**src/hw/lpcs_pkg.sv**
```systemverilog
// Package: register map, field positions, reset values and types for the clock switchback block
package lpcs_pkg;
  // Register indices on APB; the power control offset 87h is not a multiple of four,
  // so every printed offset is an index and the byte address is four times it.
  localparam logic [7:0] LPCS_IDX_POWER_CONTROL = 8'h87;
  localparam logic [7:0] LPCS_IDX_EXT_FLAGS = 8'h91;
  localparam logic [7:0] LPCS_IDX_PMGMT = 8'hC4;
  localparam logic [7:0] LPCS_IDX_STATUS = 8'hC5;
  localparam logic [7:0] LPCS_IDX_EVENTS = 8'hC6;
  localparam logic [7:0] LPCS_IDX_IRQ_ENABLE = 8'hC7;

  // Power management control fields
  localparam int LPCS_PM_DIV_HI = 7;
  localparam int LPCS_PM_DIV_LO = 6;
  localparam int LPCS_PM_AUTO_RET = 5;
  localparam int LPCS_PM_AMP_DIS = 3;
  // Extended flags fields
  localparam int LPCS_EX_SRC_SEL = 3;
  localparam int LPCS_EX_RING_ACT = 2;
  // Status fields
  localparam int LPCS_ST_PF_LVL = 7;
  localparam int LPCS_ST_HI_LVL = 6;
  localparam int LPCS_ST_LO_LVL = 5;
  localparam int LPCS_ST_XTAL_RDY = 4;
  // Power control field
  localparam int LPCS_PC_IDLE = 0;

  // Divider encodings
  localparam logic [1:0] LPCS_DIV_RSVD = 2'h0;
  localparam logic [1:0] LPCS_DIV_4 = 2'h1;
  localparam logic [1:0] LPCS_DIV_64 = 2'h2;
  localparam logic [1:0] LPCS_DIV_1024 = 2'h3;

  // Reset values
  localparam logic [1:0] LPCS_RST_DIV = LPCS_DIV_4;
  localparam logic LPCS_RST_AUTO_RET = 1'b0;
  localparam logic LPCS_RST_AMP_DIS = 1'b0;
  localparam logic LPCS_RST_SRC_SEL = 1'b1;
  localparam logic LPCS_RST_XTAL_RDY = 1'b1;
  localparam logic LPCS_RST_IDLE = 1'b0;

  // Timing counts
  localparam int LPCS_WARMUP_CLOCKS = 65536;
  localparam logic [16:0] LPCS_WARMUP_LAST = 17'(LPCS_WARMUP_CLOCKS - 1);
  localparam logic [10:0] LPCS_CYC_4 = 11'h004;
  localparam logic [10:0] LPCS_CYC_64 = 11'h040;
  localparam logic [10:0] LPCS_CYC_1024 = 11'h400;

  // APB request carrier
  typedef struct packed {
    logic sel;
    logic enable;
    logic write;
    logic [11:0] addr;
    logic [31:0] wdata;
  } lpcs_apb_req_t;

  // Indications from the serial ports and interrupt controller
  typedef struct packed {
    logic [1:0] start_bit_det;
    logic [1:0] rx_enabled;
    logic [1:0] rx_active;
    logic [1:0] tx_active;
    logic [1:0] tx_buf_write;
    logic powerfail_level_in_service;
    logic high_level_in_service;
    logic low_level_in_service;
    logic [5:0] ext_irq_req;
    logic [5:0] ext_irq_enabled;
    logic [5:0] ext_irq_high;
    logic any_irq;
  } lpcs_events_t;

  localparam int LPCS_NUM_EXT = 6;

  typedef enum logic [1:0] {LPCS_SRC_XTAL, LPCS_SRC_TO_RING, LPCS_SRC_RING, LPCS_SRC_TO_XTAL} lpcs_src_t;

  // Cycle length of a divider setting
  function automatic logic [10:0] lpcs_cycle_len(input logic [1:0] div);
    case (div)
      LPCS_DIV_64: lpcs_cycle_len = LPCS_CYC_64;
      LPCS_DIV_1024: lpcs_cycle_len = LPCS_CYC_1024;
      default: lpcs_cycle_len = LPCS_CYC_4;
    endcase
  endfunction
endpackage

```
**src/hw/lpcs_cycle_timer.sv**
```systemverilog
// Instruction-cycle timer: one-cycle pulse at the end of each machine cycle
`timescale 1ns/1ps
module lpcs_cycle_timer
  import lpcs_pkg::*;
(
  input wire logic pclk,
  input wire logic presetn,
  input wire logic [1:0] divider,
  output logic cycle_end
);
  logic [10:0] cnt_r;
  logic [10:0] len;

  assign len = lpcs_cycle_len(divider);
  assign cycle_end = (cnt_r >= len - 11'h001);

  always_ff @(posedge pclk or negedge presetn) begin
    if (!presetn) begin
      cnt_r <= '0;
    end else if (cycle_end) begin
      cnt_r <= '0;
    end else begin
      cnt_r <= cnt_r + 11'h001;
    end
  end
endmodule

```
**src/hw/lpcs_top.sv**
```systemverilog
// Top: APB registers, switchback, clock source and idle control
//
// Our own choice: register access over APB.
`timescale 1ns/1ps
// Behaviour
// - Enabled external interrupt restores 4-clock divider
// - Start-bit detect with receiver on restores
// - Transmit buffer write restores 4-clock divider
// - Auto-return enable bit, reset zero
// - Only takeable external interrupts trigger return
// - In-service level bits, read-only
// - Serial activity bits, read-only
// - Source select: one crystal, zero ring
// - Ring-active flag shows running source
// - Amp disable set only with ring
// - Source change after one instruction cycle
// - Warm-up 65536 crystal clocks then ready
// - Crystal ready resets to one
// - Select to crystal needs ready, amp
// - Switchback leaves clock source alone
// - Divider resets 01; slow only from 01
// - Crystal source after power-on reset
// - Idle bit halts CPU only
// - Idle ends on interrupt or reset
// - Divider encoding 01/10/11 = 4/64/1024
// - Divider change after one instruction cycle
module lpcs_top
  import lpcs_pkg::*;
(
  input wire logic pclk,
  input wire logic presetn,
  input wire logic psel,
  input wire logic penable,
  input wire logic pwrite,
  input wire logic [11:0] paddr,
  input wire logic [31:0] pwdata,
  output logic [31:0] prdata,
  output logic pready,
  output logic pslverr,
  input wire lpcs_events_t evt,
  input wire logic xtal_tick_pin,
  output logic [1:0] divider_active,
  output logic ring_select_out,
  output logic crystal_amp_off,
  output logic cpu_halt,
  output logic cycle_end,
  output logic switchback_pulse
);
  lpcs_apb_req_t req;
  logic [1:0] div_sel_r;
  logic [1:0] div_act_r;
  logic div_pend_r;
  logic auto_return_enable_r;
  logic crystal_amp_disable_r;
  logic clock_source_select_r;
  logic ring_active_r;
  logic idle_r;
  logic [1:0] xtal_sync_r;
  logic crystal_ready_flag;
  lpcs_src_t src_r;
  logic acc;
  logic wr;
  logic [7:0] idx;
  logic mapped;
  logic [7:0] wbyte;
  logic ext_ok;
  logic sb_event;
  logic [7:0] status_val;
  logic [7:0] pm_val;
  logic [7:0] ex_val;

  assign req = '{sel: psel, enable: penable, write: pwrite, addr: paddr, wdata: pwdata};
  assign acc = req.sel && req.enable;
  assign wr = acc && req.write;
  assign idx = req.addr[9:2];
  assign wbyte = req.wdata[7:0];
  assign mapped = (req.addr[1:0] == 2'h0) && (req.addr[11:10] == 2'h0) &&
                  (idx == LPCS_IDX_POWER_CONTROL || idx == LPCS_IDX_EXT_FLAGS ||
                   idx == LPCS_IDX_PMGMT || idx == LPCS_IDX_STATUS);
  // Zero-wait slave
  assign pready = 1'b1;
  assign pslverr = acc && !mapped;

  // Crystal tick comes from another clock domain
  always_ff @(posedge pclk or negedge presetn) begin
    if (!presetn) begin
      xtal_sync_r <= 2'h0;
    end else begin
      xtal_sync_r <= {xtal_sync_r[0], xtal_tick_pin};
    end
  end

  lpcs_warmup u_warmup (
    .pclk(pclk),
    .presetn(presetn),
    .amp_disable(crystal_amp_disable_r),
    .xtal_tick(xtal_sync_r[1]),
    .crystal_ready_flag(crystal_ready_flag)
  );

  lpcs_cycle_timer u_cycle (
    .pclk(pclk),
    .presetn(presetn),
    .divider(div_act_r),
    .cycle_end(cycle_end)
  );

  // Low level blocked by any service
  always_comb begin
    ext_ok = 1'b0;
    for (int i = 0; i < LPCS_NUM_EXT; i++) begin
      if (evt.ext_irq_req[i] && evt.ext_irq_enabled[i] && !evt.powerfail_level_in_service) begin
        if (evt.ext_irq_high[i] ? !evt.high_level_in_service
            : !(evt.high_level_in_service || evt.low_level_in_service)) begin
          ext_ok = 1'b1;
        end
      end
    end
  end

  assign sb_event = ext_ok || |(evt.start_bit_det & evt.rx_enabled) || |evt.tx_buf_write;
  assign switchback_pulse = auto_return_enable_r && sb_event;

  always_ff @(posedge pclk or negedge presetn) begin
    if (!presetn) begin
      div_sel_r <= LPCS_RST_DIV;
    end else if (switchback_pulse) begin
      div_sel_r <= LPCS_DIV_4;
    end else if (wr && idx == LPCS_IDX_PMGMT) begin
      if (wbyte[LPCS_PM_DIV_HI] == 1'b0 || div_sel_r == LPCS_DIV_4) begin
        div_sel_r <= wbyte[LPCS_PM_DIV_HI:LPCS_PM_DIV_LO];
      end
    end
  end

  always_ff @(posedge pclk or negedge presetn) begin
    if (!presetn) begin
      div_act_r <= LPCS_RST_DIV;
      div_pend_r <= 1'b0;
    end else if (div_sel_r != div_act_r && !div_pend_r) begin
      div_pend_r <= 1'b1;
    end else if (div_pend_r && cycle_end) begin
      div_act_r <= (div_sel_r == LPCS_DIV_RSVD) ? LPCS_DIV_4 : div_sel_r;
      div_pend_r <= 1'b0;
    end
  end

  assign divider_active = div_act_r;

  always_ff @(posedge pclk or negedge presetn) begin
    if (!presetn) begin
      auto_return_enable_r <= LPCS_RST_AUTO_RET;
    end else if (wr && idx == LPCS_IDX_PMGMT) begin
      auto_return_enable_r <= wbyte[LPCS_PM_AUTO_RET];
    end
  end

  always_ff @(posedge pclk or negedge presetn) begin
    if (!presetn) begin
      crystal_amp_disable_r <= LPCS_RST_AMP_DIS;
    end else if (wr && idx == LPCS_IDX_PMGMT) begin
      if (!wbyte[LPCS_PM_AMP_DIS] || !clock_source_select_r) begin
        crystal_amp_disable_r <= wbyte[LPCS_PM_AMP_DIS];
      end
    end
  end

  assign crystal_amp_off = crystal_amp_disable_r;

  // Crystal select needs ready and amp
  always_ff @(posedge pclk or negedge presetn) begin
    if (!presetn) begin
      clock_source_select_r <= LPCS_RST_SRC_SEL;
    end else if (wr && idx == LPCS_IDX_EXT_FLAGS) begin
      if (!wbyte[LPCS_EX_SRC_SEL] || clock_source_select_r ||
          (crystal_ready_flag && !crystal_amp_disable_r)) begin
        clock_source_select_r <= wbyte[LPCS_EX_SRC_SEL];
      end
    end
  end

  always_ff @(posedge pclk or negedge presetn) begin
    if (!presetn) begin
      src_r <= LPCS_SRC_XTAL;
      ring_active_r <= 1'b0;
    end else begin
      case (src_r)
        LPCS_SRC_XTAL: begin
          if (!clock_source_select_r) begin
            src_r <= LPCS_SRC_TO_RING;
          end
        end
        LPCS_SRC_TO_RING: begin
          if (cycle_end) begin
            src_r <= LPCS_SRC_RING;
            ring_active_r <= 1'b1;
          end
        end
        LPCS_SRC_RING: begin
          if (clock_source_select_r) begin
            src_r <= LPCS_SRC_TO_XTAL;
          end
        end
        LPCS_SRC_TO_XTAL: begin
          if (cycle_end) begin
            src_r <= LPCS_SRC_XTAL;
            ring_active_r <= 1'b0;
          end
        end
        default: begin
          src_r <= LPCS_SRC_XTAL;
          ring_active_r <= 1'b0;
        end
      endcase
    end
  end

  assign ring_select_out = ring_active_r;

  // Idle set by write, cleared on interrupt
  always_ff @(posedge pclk or negedge presetn) begin
    if (!presetn) begin
      idle_r <= LPCS_RST_IDLE;
    end else if (evt.any_irq) begin
      idle_r <= 1'b0;
    end else if (wr && idx == LPCS_IDX_POWER_CONTROL) begin
      idle_r <= wbyte[LPCS_PC_IDLE];
    end
  end

  assign cpu_halt = idle_r;

  always_comb begin
    status_val = 8'h00;
    status_val[LPCS_ST_PF_LVL] = evt.powerfail_level_in_service;
    status_val[LPCS_ST_HI_LVL] = evt.high_level_in_service;
    status_val[LPCS_ST_LO_LVL] = evt.low_level_in_service;
    status_val[LPCS_ST_XTAL_RDY] = crystal_ready_flag;
    status_val[3:0] = {evt.tx_active[1], evt.rx_active[1], evt.tx_active[0], evt.rx_active[0]};
    pm_val = 8'h00;
    pm_val[LPCS_PM_DIV_HI:LPCS_PM_DIV_LO] = div_sel_r;
    pm_val[LPCS_PM_AUTO_RET] = auto_return_enable_r;
    pm_val[LPCS_PM_AMP_DIS] = crystal_amp_disable_r;
    ex_val = 8'h00;
    ex_val[LPCS_EX_SRC_SEL] = clock_source_select_r;
    ex_val[LPCS_EX_RING_ACT] = ring_active_r;
  end

  // Read data registered in the setup phase, valid in access
  always_ff @(posedge pclk or negedge presetn) begin
    if (!presetn) begin
      prdata <= 32'h0000_0000;
    end else if (req.sel && !req.enable && !req.write) begin
      case (idx)
        LPCS_IDX_POWER_CONTROL: prdata <= {24'h000000, 7'h00, idle_r};
        LPCS_IDX_EXT_FLAGS: prdata <= {24'h000000, ex_val};
        LPCS_IDX_PMGMT: prdata <= {24'h000000, pm_val};
        LPCS_IDX_STATUS: prdata <= {24'h000000, status_val};
        default: prdata <= 32'h0000_0000;
      endcase
    end
  end
endmodule

```
**src/hw/lpcs_warmup.sv**
```systemverilog
// Crystal warm-up counter: counts crystal clocks after the amplifier is re-enabled
`timescale 1ns/1ps
module lpcs_warmup
  import lpcs_pkg::*;
(
  input wire logic pclk,
  input wire logic presetn,
  input wire logic amp_disable,
  input wire logic xtal_tick,
  output logic crystal_ready_flag
);
  logic [16:0] count_r;
  logic was_disabled_r;

  always_ff @(posedge pclk or negedge presetn) begin
    if (!presetn) begin
      count_r <= '0;
      was_disabled_r <= 1'b0;
    end else if (amp_disable) begin
      count_r <= '0;
      was_disabled_r <= 1'b1;
    end else if (was_disabled_r && xtal_tick) begin
      if (count_r == LPCS_WARMUP_LAST) begin
        was_disabled_r <= 1'b0;
      end
      count_r <= count_r + 17'h00001;
    end
  end

  always_ff @(posedge pclk or negedge presetn) begin
    if (!presetn) begin
      crystal_ready_flag <= LPCS_RST_XTAL_RDY;
    end else if (amp_disable) begin
      crystal_ready_flag <= 1'b0;
    end else if (was_disabled_r && xtal_tick && count_r == LPCS_WARMUP_LAST) begin
      crystal_ready_flag <= 1'b1;
    end
  end
endmodule

```
**config.mk**
```make
export PLATFORM = sky130hd
export DESIGN_NAME = lpcs_top
export DESIGN_NICKNAME = d
export VERILOG_FILES = /design/src/hw/lpcs_pkg.sv /design/src/hw/lpcs_cycle_timer.sv /design/src/hw/lpcs_top.sv /design/src/hw/lpcs_warmup.sv
export SDC_FILE = /design/constraint.sdc
export NUM_CORES = 1
export LEC_CHECK = 0
export BUFFER_PORTS_ARGS = -buffer_cell sky130_fd_sc_hd__buf_2
export CAP_MARGIN = 25
export CORE_MARGIN = 2
export CORE_UTILIZATION = 55
export CTS_BUF_LIST = sky130_fd_sc_hd__clkbuf_2
export DETAILED_ROUTE_END_ITERATION = 12
export PLACE_DENSITY = 0.85
export SETUP_SLACK_MARGIN = 0.2
export SKIP_CTS_REPAIR_TIMING = 1
export SLEW_MARGIN = 5
export SYNTH_ARGS = -nofsm -noshare
export SYNTH_HDL_FRONTEND = slang
export SYNTH_SLANG_ARGS = --single-unit
```
**constraint.sdc**
```tcl
create_clock -name pclk -period 4.1 [get_ports pclk]
set_clock_uncertainty 0.05 [all_clocks]
set_input_delay 0.82 -clock pclk [delete_from_list [all_inputs] [get_ports pclk]]
set_output_delay 0.82 -clock pclk [all_outputs]
set_load 0.02 [all_outputs]
```
==> impl_summary.log <==
[metrics] status: finished, final reports clean
[metrics] x dimension of the die: 80.3 um
[metrics] start point of the critical path: divider_active[0]
[metrics] async set or reset register ratio after synthesis: 100%
[metrics] setup repair after global routing missed its margin: no
[metrics] DR vias: 2675
[metrics] Overall Global Routing Usage: 22.1%
[metrics] cell area after placement: 3530 sq um
[metrics] max-cap violations: 0
[metrics] Num CTS Buffers: 5
[metrics] number of nets in the finished design: 508
[metrics] I/O Buffers: 70
[metrics] initial antenna violation count: 0
[metrics] crit share post-route: 79.1%
[metrics] H-tree Lvls: 2
[metrics] Power Total: 1.47 mW
[metrics] Core Footprint: 5570 sq um
[metrics] per-cell via count in the routed design: 5.54
[metrics] via count of the first global-routing pass: 2515
[metrics] total power divided by cell area: 405 nW/um^2
[metrics] required time of the critical path: 3.23 ns
[metrics] Clock Tree Buf Depth: 2
[metrics] minimum clock period after layout: 3.25 ns
[metrics] I/O pin cnt: 123
[metrics] register bit count reported by yosys: 52
[metrics] final slew viol count: 0
[metrics] internal power consumption: 0.953 mW
[metrics] class of the most critical setup path: reg -> out
[metrics] number of cell instances on the worst register-to-register path: 6
[metrics] capturing element type of the critical path: output pin
[metrics] Hold/Removal Path Class: in -> async
[metrics] count of flip-flops with a built-in enable after synthesis: 0
[metrics] area of the mapped netlist: 3200 sq um
[metrics] number of nets still failing antenna checks after routing: 0
[metrics] clock tree sinks: 52
[metrics] cell with the largest stage delay on the worst path: sky130_fd_sc_hd__dfstp_2
[metrics] Avg Inst Size Synth: 9.46 sq um
[metrics] Worst-Margin Slew: 0.754 ns
[metrics] total detailed-routing wirelength: 6740 um
[metrics] Yosys warnings: 0
[metrics] delay contributed by the slowest stage of the critical path: 0.64 ns
[metrics] fraction of power spent switching nets: 35.2%
[metrics] Area Growth Syn to Fin: 13.4%
[metrics] Lkg Pwr: 1.77 nW
[metrics] share of total power in combinational logic: 31.3%
[metrics] final hold vios: 0
[metrics] Detailed Routing Iterations Pass 1: 4
[metrics] net switching power figure: 0.517 mW
[metrics] end of the worst register-to-register path: divider_active[1]
[metrics] average wire length per cell after detail routing: 13.9 um
[metrics] Detailed Place HPWL: 5200 um
[metrics] pin count of the biggest net entering global routing: 33
[metrics] Die Area: 6440 sq um
[metrics] Std-Cell Rows: 27
[metrics] dominant register cell in the synthesized netlist: sky130_fd_sc_hd__dfrtp_1
[metrics] clock transition at the registers of the reported paths: 0.30 ns
[metrics] maximum net fanout on the critical path: 5
[metrics] number of DRC markers in iteration 0: 75
[metrics] CTS tree: done
[metrics] Arrival @ worst endpoint: 2.38 ns
[metrics] synthesized instance count: 338
[metrics] GPL Wtd Cong: 0.797
[metrics] setup slack, reg-to-reg: 1.57 ns
[metrics] post-synthesis sequential area ratio: 40.8%
[metrics] number of inserted diodes: 0
[metrics] final non-filler cell area: 3630 sq um
[metrics] fraction of layout instances using a drive strength above 1: 23.8%
[metrics] first-pass GRT wire length: 11200 um
[metrics] final number of setup-violating endpoints: 0
[metrics] Post-Route Setup TNS: 0 ns
[metrics] worst relative slew slack: 49.7%
[metrics] Clock power frac: 23.4%
[metrics] effective utilization at floorplan: 57.4%
[metrics] fmax: 308 MHz
[metrics] commonest non-fill, non-tap cell in the layout: sky130_fd_sc_hd__buf_2
[metrics] list of cells traversed by the critical path: nand2_1 > ha_1 > o211a_1 > o21ai_0 > o22ai_1 > buf_2
[metrics] worst flop-to-flop path startpoint: divider_active[0]
[metrics] final core area utilization: 65.1%
[metrics] WHS: 0.182 ns
[metrics] worst-case vdd ir drop: 0.308 mV
[metrics] die outline height: 80.3 um
[metrics] startpoint type of the worst setup path: flip-flop
[metrics] Setup crit end: cycle_end
[metrics] DRC violation count after routing: 0
[metrics] aggregate global routing overflow: 0
[metrics] Worst-Skew Late Latency: 0.47 ns
[metrics] root buffer cell: sky130_fd_sc_hd__clkbuf_2
[metrics] number of distinct library cells after synthesis: 58
[metrics] commonest cells after routing, fill and taps aside: 70 x sky130_fd_sc_hd__buf_2, 48 x sky130_fd_sc_hd__dfrtp_1, 33 x sky130_fd_sc_hd__nand2_1
[metrics] portion of total power attributed to sequential cells: 45.4%
[critical path: cells and delay by family, from the launching register on]
family | cells | cell delay (ns)
AO/OA/AOI/OAI | 3 | 0.67
buffers and inverters | 1 | 0.18
flip-flops | 1 | 0.64
adder cells (fa/ha/maj) | 1 | 0.31
AND/OR/NAND/NOR | 1 | 0.12
[worst min path at each step]
stage                     end
2_1_floorplan  xtal_sync_r[1]
5_1_grt             prdata[3]
3_5_place_dp   xtal_sync_r[1]
4_1_cts             prdata[2]
6_report            prdata[1]
3_3_place_gp   xtal_sync_r[1]
[cells by family (layout without fill, tap and decap cells)]
family | Yosys count | in the layout | synth area share, %
flops | 52 | 52 | 40.8
xor+xnor | 20 | 20 | 5.48
fa+ha+maj | 16 | 16 | 6.26
other cells | 2 | 26 | 0.235
simple gates | 130 | 130 | 21.5
mux | 11 | 11 | 3.60
compound gates | 66 | 66 | 14.3
buf+inv | 41 | 90 | 7.79
[layout make-up]
| class | instances | area (sq um) |
|---|---|---|
| Timing Repair Buffer | 72 | 365 |
| Sequential cell | 52 | 1310 |
| Tap cell | 72 | 90.1 |
| Clock buffer | 5 | 25.0 |
| Fill cell | 464 | 1950 |
| Multi-Input combinational cell | 269 | 1730 |
| Inverter | 10 | 37.5 |
| Clock inverter | 3 | 68.8 |
[power by group through the flow]
stage	registers (mW)	clock network [mW]	logic (mW)
finish	0.667	0.343	0.460
global route	0.678	0.364	0.524
CTS	0.666	0.344	0.462
detailed placement	0.675	0	0.459
global placement	0.672	0	0.443
floorplan	0.662	0	0.352
[sequential cells by signal, indices dropped and copies added, names as in the netlist, 2 cells and up]
register / count
u_warmup.count_r: 17
divider_active: 2
xtal_sync_r: 2
div_sel_r: 2
u_cycle.cnt_r: 11
src_r: 2
prdata: 8
[metrics by stage]
stage	setup slack, ns	std cells
detailed placement	1.09	475
global placement	1.12	475
finish	0.855	483
CTS	0.830	483
global route	0.700	483
floorplan	1.20	362
[routing by layer]
metal | vias up | track usage [%] | share of wire [%]
li1 | 1314 | - | -
met1 | 1279 | 27.6 | 43
met2 | 71 | 37.8 | 51
met3 | 11 | 3.93 | 4.3
met4 | 0 | 8.81 | 1.7
met5 | - | 0 | 0
[synth_stat cells, drive strengths merged (9+ instances only)]
master  count  share of area [%]
ha         16                6.3
a21oi      12                1.9
dfrtp      48                 38
buf        26                6.0
nand2      33                3.9
nor2       29                3.4
nand4      10                2.2
nor2b       9                1.8
inv        10                1.2
nand3      14                2.2
xnor2       9                2.5
xor2       11                3.0
o21ai      13                2.0
(Power assumes the default switching activity.)
